File: src/hdl/sbs_params.svh
// Constants for the secondary bus status register block
// Functional notes
// - A secondary system error assertion sets the received-system-error flag, bit 14.
// - Master abort on our own secondary transaction sets bit 13.
// - Target abort received on our secondary transaction sets bit 12.
// - Target abort signalled by us as secondary target sets bit 11.
// - Decode timing field, bits 10:9, always reads 01b, medium speed.
// - Bit 8 sets when mastering, parity response enabled, and read or write parity fault.
// - Bit 7 always reads 1b, fast back-to-back supported.
// - Reserved bit 6 reads 0b; writes ignored.
// - Reserved bits 4:0 read 00000b; writes ignored.
// - Bit 5 follows the level of the high frequency enable pin.
// - Any uncorrectable secondary parity error sets bit 15, enable or not.
// - Register sits at offset 1Eh; reset shows bits 9 and 7 set, flags clear.
`ifndef SBS_PARAMS_SVH
`define SBS_PARAMS_SVH

// ==========================================================
// Register placement
`define SBS_STATUS_OFS 8'h1E
`define SBS_RESET_VALUE 16'h0280

// ==========================================================
// Field positions
`define SBS_POS_DETPAR 15
`define SBS_POS_SYSERR 14
`define SBS_POS_MTERM 13
`define SBS_POS_TABREC 12
`define SBS_POS_TABSIG 11
`define SBS_POS_DEVSEL_HI 10
`define SBS_POS_DEVSEL_LO 9
`define SBS_POS_MPAR 8
`define SBS_POS_FBB 7
`define SBS_POS_RSVD6 6
`define SBS_POS_HIFREQ 5
`define SBS_POS_RSVD_HI 4

// ==========================================================
// Constant field values and synchroniser depth
`define SBS_DEVSEL_MEDIUM 2'h1
`define SBS_FBB_VALUE 1'h1
`define SBS_RSVD6_VALUE 1'h0
`define SBS_RSVD_LOW_VALUE 5'h00
`define SBS_SYNC_STAGES 2

`endif

File: src/hdl/sbs_pkg.sv
// Types shared by the secondary bus status register block
`default_nettype none
package sbs_pkg;

  // Index of each sticky flag inside the flag vector
  typedef enum logic [2:0] {
    SBS_F_MPAR = 3'h0,
    SBS_F_TABSIG = 3'h1,
    SBS_F_TABREC = 3'h2,
    SBS_F_MTERM = 3'h3,
    SBS_F_SYSERR = 3'h4,
    SBS_F_DETPAR = 3'h5
  } sbs_flag_t;

  // State of the status block apart from the pin synchroniser flops
  typedef struct packed {
    logic [5:0] flags;
    logic [15:0] status;
    logic [15:0] rdata;
    logic rvalid;
  } sbs_state_t;

endpackage : sbs_pkg
`default_nettype wire

File: src/hdl/sbs_status.sv
// Secondary bus status register with sticky error flags
`timescale 1ns/1ps
`default_nettype none
`include "sbs_params.svh"
module sbs_status #(
  parameter int ADDR_W = 8
) (
  input wire logic CLK,
  input wire logic RST,
  input wire logic [ADDR_W-1:0] CFG_ADDR,
  input wire logic CFG_RD,
  input wire logic CFG_WR,
  input wire logic [1:0] CFG_BE,
  input wire logic [15:0] CFG_WDATA,
  output logic [15:0] CFG_RDATA,
  output logic CFG_RVALID,
  input wire logic SERR_N,
  input wire logic HIGH_FREQ_ENABLE_PIN,
  input wire logic MASTER_ABORT_PULSE,
  input wire logic TARGET_ABORT_RCVD_PULSE,
  input wire logic TARGET_ABORT_SENT_PULSE,
  input wire logic MASTER_ACTIVE,
  input wire logic MASTER_READ,
  input wire logic PERR_DRIVEN_PULSE,
  input wire logic PERR_SEEN_PULSE,
  input wire logic PARITY_RESPONSE_ENABLE,
  input wire logic PARITY_FAULT_PULSE,
  output logic [15:0] SEC_STATUS
);
  import sbs_pkg::*;

  // ==========================================================
  // Elaboration check
  if (ADDR_W < 8) begin : g_bad_addr
    $error("sbs_status needs at least eight address bits");
  end

  // ==========================================================
  // Pin synchronisers
  logic [1:0] pins_sync;
  logic serr_n_s;
  logic high_freq_s;

  // SERR idles high, so the stages reset to the idle level
  sbs_sync #(
    .WIDTH(2),
    .RESET_VAL(2'h1)
  ) u_pin_sync (
    .clk(CLK),
    .rst(RST),
    .async_in({HIGH_FREQ_ENABLE_PIN, SERR_N}),
    .sync_out(pins_sync)
  );

  assign serr_n_s = pins_sync[0];
  assign high_freq_s = pins_sync[1];

  // ==========================================================
  // Decode and event collection
  logic hit;
  logic wr_hit;
  logic rd_hit;
  logic mpar_cond;
  logic [5:0] set_vec;
  logic [5:0] clr_vec;

  // Only the low address byte is compared with the status word offset; any upper address bits are ignored
  assign hit = (CFG_ADDR[7:0] == `SBS_STATUS_OFS);
  assign wr_hit = CFG_WR && hit;
  assign rd_hit = CFG_RD && hit;

  assign mpar_cond = MASTER_ACTIVE && PARITY_RESPONSE_ENABLE &&
                     ((MASTER_READ && PERR_DRIVEN_PULSE) || (!MASTER_READ && PERR_SEEN_PULSE));

  // Event vector in flag order
  always_comb begin
    set_vec = '0;
    set_vec[SBS_F_MPAR] = mpar_cond;
    set_vec[SBS_F_TABSIG] = TARGET_ABORT_SENT_PULSE;
    set_vec[SBS_F_TABREC] = TARGET_ABORT_RCVD_PULSE;
    set_vec[SBS_F_MTERM] = MASTER_ABORT_PULSE;
    set_vec[SBS_F_SYSERR] = !serr_n_s;
    set_vec[SBS_F_DETPAR] = PARITY_FAULT_PULSE;
  end

  // write-one clears, high byte lane only holds flags
  always_comb begin
    clr_vec = '0;
    if (wr_hit && CFG_BE[1]) begin
      clr_vec[SBS_F_MPAR] = CFG_WDATA[`SBS_POS_MPAR];
      clr_vec[SBS_F_TABSIG] = CFG_WDATA[`SBS_POS_TABSIG];
      clr_vec[SBS_F_TABREC] = CFG_WDATA[`SBS_POS_TABREC];
      clr_vec[SBS_F_MTERM] = CFG_WDATA[`SBS_POS_MTERM];
      clr_vec[SBS_F_SYSERR] = CFG_WDATA[`SBS_POS_SYSERR];
      clr_vec[SBS_F_DETPAR] = CFG_WDATA[`SBS_POS_DETPAR];
    end
  end

  // ==========================================================
  // State update
  sbs_state_t state_r;
  sbs_state_t state_nxt;

  // Set wins over a clear in the same cycle so no event is lost
  always_comb begin
    state_nxt = state_r;
    state_nxt.flags = (state_r.flags & ~clr_vec) | set_vec;
    state_nxt.status = '0;
    state_nxt.status[`SBS_POS_DETPAR] = state_nxt.flags[SBS_F_DETPAR];
    state_nxt.status[`SBS_POS_SYSERR] = state_nxt.flags[SBS_F_SYSERR];
    state_nxt.status[`SBS_POS_MTERM] = state_nxt.flags[SBS_F_MTERM];
    state_nxt.status[`SBS_POS_TABREC] = state_nxt.flags[SBS_F_TABREC];
    state_nxt.status[`SBS_POS_TABSIG] = state_nxt.flags[SBS_F_TABSIG];
    state_nxt.status[`SBS_POS_DEVSEL_HI:`SBS_POS_DEVSEL_LO] = `SBS_DEVSEL_MEDIUM;
    state_nxt.status[`SBS_POS_MPAR] = state_nxt.flags[SBS_F_MPAR];
    state_nxt.status[`SBS_POS_FBB] = `SBS_FBB_VALUE;
    state_nxt.status[`SBS_POS_RSVD6] = `SBS_RSVD6_VALUE;
    state_nxt.status[`SBS_POS_HIFREQ] = high_freq_s;
    state_nxt.status[`SBS_POS_RSVD_HI:0] = `SBS_RSVD_LOW_VALUE;
    // Read returns the word as it stood when the read was taken
    state_nxt.rvalid = CFG_RD;
    state_nxt.rdata = rd_hit ? state_r.status : 16'h0000;
  end

  always_ff @(posedge CLK or posedge RST) begin
    if (RST) begin
      state_r.flags <= 6'h00;
      state_r.status <= `SBS_RESET_VALUE;
      state_r.rdata <= 16'h0000;
      state_r.rvalid <= 1'h0;
    end else begin
      state_r <= state_nxt;
    end
  end

  // Outputs straight from the state flops
  assign SEC_STATUS = state_r.status;
  assign CFG_RDATA = state_r.rdata;
  assign CFG_RVALID = state_r.rvalid;
endmodule : sbs_status
`default_nettype wire

File: src/hdl/sbs_sync.sv
// Two-stage synchroniser for the asynchronous pins of the status block
`timescale 1ns/1ps
`default_nettype none
module sbs_sync #(
  parameter int WIDTH = 2,
  parameter logic [WIDTH-1:0] RESET_VAL = '0
) (
  input wire logic clk,
  input wire logic rst,
  input wire logic [WIDTH-1:0] async_in,
  output logic [WIDTH-1:0] sync_out
);

  // ==========================================================
  // Elaboration check
  if (WIDTH < 1) begin : g_bad_width
    $error("sbs_sync width must be at least one");
  end

  // ==========================================================
  // Per-bit flop pairs; the first stage feeds only the second
  wire logic [WIDTH-1:0] stage_w;
  for (genvar i = 0; i < WIDTH; i++) begin : g_bit
    logic meta_r;
    logic stable_r;
    always_ff @(posedge clk or posedge rst) begin
      if (rst) begin
        meta_r <= RESET_VAL[i];
        stable_r <= RESET_VAL[i];
      end else begin
        meta_r <= async_in[i];
        stable_r <= meta_r;
      end
    end
    assign stage_w[i] = stable_r;
  end

  // Bits gather in a net so the output variable has a single driver
  assign sync_out = stage_w;

endmodule : sbs_sync
`default_nettype wire

File: config.mk
export PLATFORM = sky130hd
export DESIGN_NAME = sbs_status
export DESIGN_NICKNAME = d
export VERILOG_FILES = /design/src/hdl/sbs_pkg.sv /design/src/hdl/sbs_status.sv /design/src/hdl/sbs_sync.sv
export VERILOG_INCLUDE_DIRS = /design/src /design/src/hdl
export SDC_FILE = /design/constraint.sdc
export NUM_CORES = 1
export LEC_CHECK = 0
export BUFFER_PORTS_ARGS = -buffer_cell sky130_fd_sc_hd__buf_2
export CAP_MARGIN = 10
export CORE_ASPECT_RATIO = 0.8
export CORE_UTILIZATION = 40
export CTS_CLUSTER_SIZE = 16
export DETAILED_ROUTE_END_ITERATION = 6
export PLACE_DENSITY = 0.92
export SETUP_SLACK_MARGIN = 0.2
export SKIP_CTS_REPAIR_TIMING = 1
export SLEW_MARGIN = 20
export SYNTH_ARGS = -nofsm -noshare
export SYNTH_HDL_FRONTEND = slang
export SYNTH_HIERARCHICAL = 1
export SYNTH_SLANG_ARGS = --single-unit
File: constraint.sdc
create_clock -name CLK -period 2.76 [get_ports CLK]
set_input_delay 0.138 -clock CLK [delete_from_list [all_inputs] [get_ports CLK]]
set_output_delay 0.138 -clock CLK [all_outputs]
set_load 0.01 [all_outputs]
==> reports/results.ini <==
[power]
powerDensity_mw_per_mm2 = 456
p_leak_nw = 0.612
ir_worst_vdd_mv = 0.231

[timing]
hold_violations = 0
totalNegativeSetupSlack_ns = 0
max_freq_mhz = 998
layout_setup_ws_ns = 1.76
fin_crit_ns = 1.00
max_slew.worst_pin.slew_ns = 0.609
drv_slew = 0
finalClockSkew_ns = 0.00164
slew_headroom = 0.591
setup_viol = 0
post-route-period-util = 0.363
rsz0062_at_grt = no

[floorplanning]
die-area_mm2 = 0.00246
rows = 15
die_w_um = 55.2
pin_count = 74
core_mm2 = 0.00214
die_y_um = 44.5
initial_core_util = 0.423

[logic_synthesis]
synthCells = 78
yosysSeqAreaShare = 0.556
ys_types = 20
synthMuxAreaShare = 0.0124
synth_xor_xnor_area_share = 0
synth_top_family_by_area = simple AND/OR/NAND/NOR gates
synth.ff_latch_count = 20
yosysWarningCount = 6
synth-adder-area-share = 0
synth_compound_area_frac = 0.0415
synthSimpleGateAreaFrac = 0.195
mappedNetlistArea_um2 = 905
syn_avg_cell_area_um2 = 11.6

[worst_setup_path]
path_max_fanout = 4
path_cells = buf_2
startpoint_type = flop
crit_type = flop to primary output
crit_buf_inv = 1
crit_required_ns = 2.62
max_stage_delay_ns = 0.42
cp_top_family = flip-flops
crit_slowest_cell = dfrtp_1
worstPathArrival_ns = 0.86
cp-end-kind = primary output

[clock_network]
clockBufferDepth = 2
clock_latency_ns = 0.29
htreeDepth = 1
clkTransAtPathRegs_ns = 0.10
tritoncts = built
cts.sinks = 20
clockRootBuffer = clkbuf_4
cts_buffers = 3

[finish]
postLayoutCellArea_mm2 = 0.00113
final_common_cell = buf_2
final_cell_mix = 46 x buf_2, 18 x dfrtp_1, 16 x conb_1, 5 x nor2_1, 5 x a21oi_1
fin_nets = 167
area_delta_synth_final_pct = 25.0
drive_gt1_frac = 0.480
antennaDiodeCount = 0

[place]
place.gp.congestion = 0.645
io_buffer_count = 46
dp_hpwl_mm = 1.22
place_area_mm2 = 0.00106
pre_cts_ws_ns = 1.48

[grt]
grt_pass1_wl_mm = 2.15
grt_pass1_vias = 516
grt_overflow = 0
grt_usage = 0.128
antenna_found_initial = 0
grt_start_max_net_pins = 17

[routing]
drt_iter0_markers = 5
drc = 0
routed_wl_mm = 1.50
vias = 618
post_drt_wl_per_cell_um = 10.0
vias_per_cell = 4.12
dr.pass1.iters = 4
route.antenna.remaining_nets = 0

[flow_run]
cap_violations = 0

[worst_hold_path]
hold_class = primary input to flop

[run_status]
outcome = finished, final reports clean

[cell families after synthesis]
| group | after synthesis |
|---|---|
| simple gates | 24 |
| buf+inv | 24 |
| compound gates | 7 |
| other cells | 2 |
| mux | 1 |
| flops | 20 |
[per-stage QoR]
step | cells | hold slack, ns | util | power (mW)
2_1_floorplan | 92 | -0.0974 | - | 0.348
6_report | 150 | 0.0310 | 0.529 | 0.516
4_1_cts | 147 | -0.300 | 0.515 | 0.520
3_3_place_gp | 143 | 0.0290 | 0.498 | 0.355
3_5_place_dp | 143 | 0.0308 | 0.498 | 0.357
5_1_grt | 150 | 0.0147 | 0.529 | 0.544
[cells in the mapped netlist, drive strengths merged]
| master | n | share of area |
|---|---|---|
| nand2 | 3 | 0.012 |
| nor2 | 5 | 0.021 |
| o21ai | 1 | 0.0055 |
| and2 | 1 | 0.0083 |
| buf | 20 | 0.17 |
| mux2 | 1 | 0.012 |
| nor4 | 1 | 0.024 |
| dfrtp | 18 | 0.50 |
| inv | 4 | 0.017 |
| nand4bb | 1 | 0.030 |
| conb | 2 | 0.0083 |
| nor3b | 4 | 0.033 |
| a21oi | 5 | 0.028 |
| dfstp | 2 | 0.058 |
| and3 | 7 | 0.054 |
| o211ai | 1 | 0.0083 |
| nand3 | 1 | 0.0055 |
| nor2b | 1 | 0.0069 |
[final timing paths]
| path | to | from | slack, ns | cells after the start |
|---|---|---|---|---|
| worst max-delay path | SEC_STATUS[8] | state_r[33]$_DFF_PP0_ | 1.76 | 1 |
| worst min-delay path | CFG_RVALID$_DFF_PP0_ | CFG_RD | 0.03 | 1 |
| worst max register to register | state_r[37]$_DFF_PP0_ | u_pin_sync/g_bit[0].stable_r$_DFF_PP1_ | 1.88 | 3 |
| worst min register to register | SEC_STATUS[5]$_DFF_PP0_ | u_pin_sync/g_bit[1].stable_r$_DFF_PP0_ | 0.36 | 0 |
| max in group asynchronous | CFG_RDATA[8]$_DFF_PP0_ | RST | 1.93 | 3 |
| min in group asynchronous | u_pin_sync/g_bit[1].stable_r$_DFF_PP0_ | RST | 0.26 | 3 |
[per-layer routing]
metal | part of all wire | vias up | GRT usage
li1 | - | 312 | -
met1 | 0.39 | 272 | 0.133
met2 | 0.51 | 34 | 0.236
met3 | 0.10 | 0 | 0.0412
met4 | 0 | 0 | 0.0450
met5 | 0 | - | 0
[power by group]
part	leakage (nW)	switching, mW	internal [mW]	total [mW]
clock	0.0210	0.0819	0.0803	0.162
combinational	0.359	0.0295	0.0243	0.0538
sequential	0.232	0.00123	0.299	0.300
total	0.612	0.113	0.403	0.516
[cell type report]
type / count / area, µm²
clock buffers: 4 / 36.3
fillers: 185 / 1010
inverters: 4 / 15.0
multi-input cells: 48 / 285
flip-flops and latches: 20 / 503
well taps: 25 / 31.3
repair buffers: 49 / 260
[state kept, by name, indices dropped and copies added, names as in the netlist]
| register | cells |
|---|---|
| CFG_RVALID | 1 |
| SEC_STATUS | 2 |
| u_pin_sync/g_bit.meta_r | 2 |
| CFG_RDATA | 8 |
| state_r | 5 |
| u_pin_sync/g_bit.stable_r | 2 |
Power figures use the tool's default switching activity.
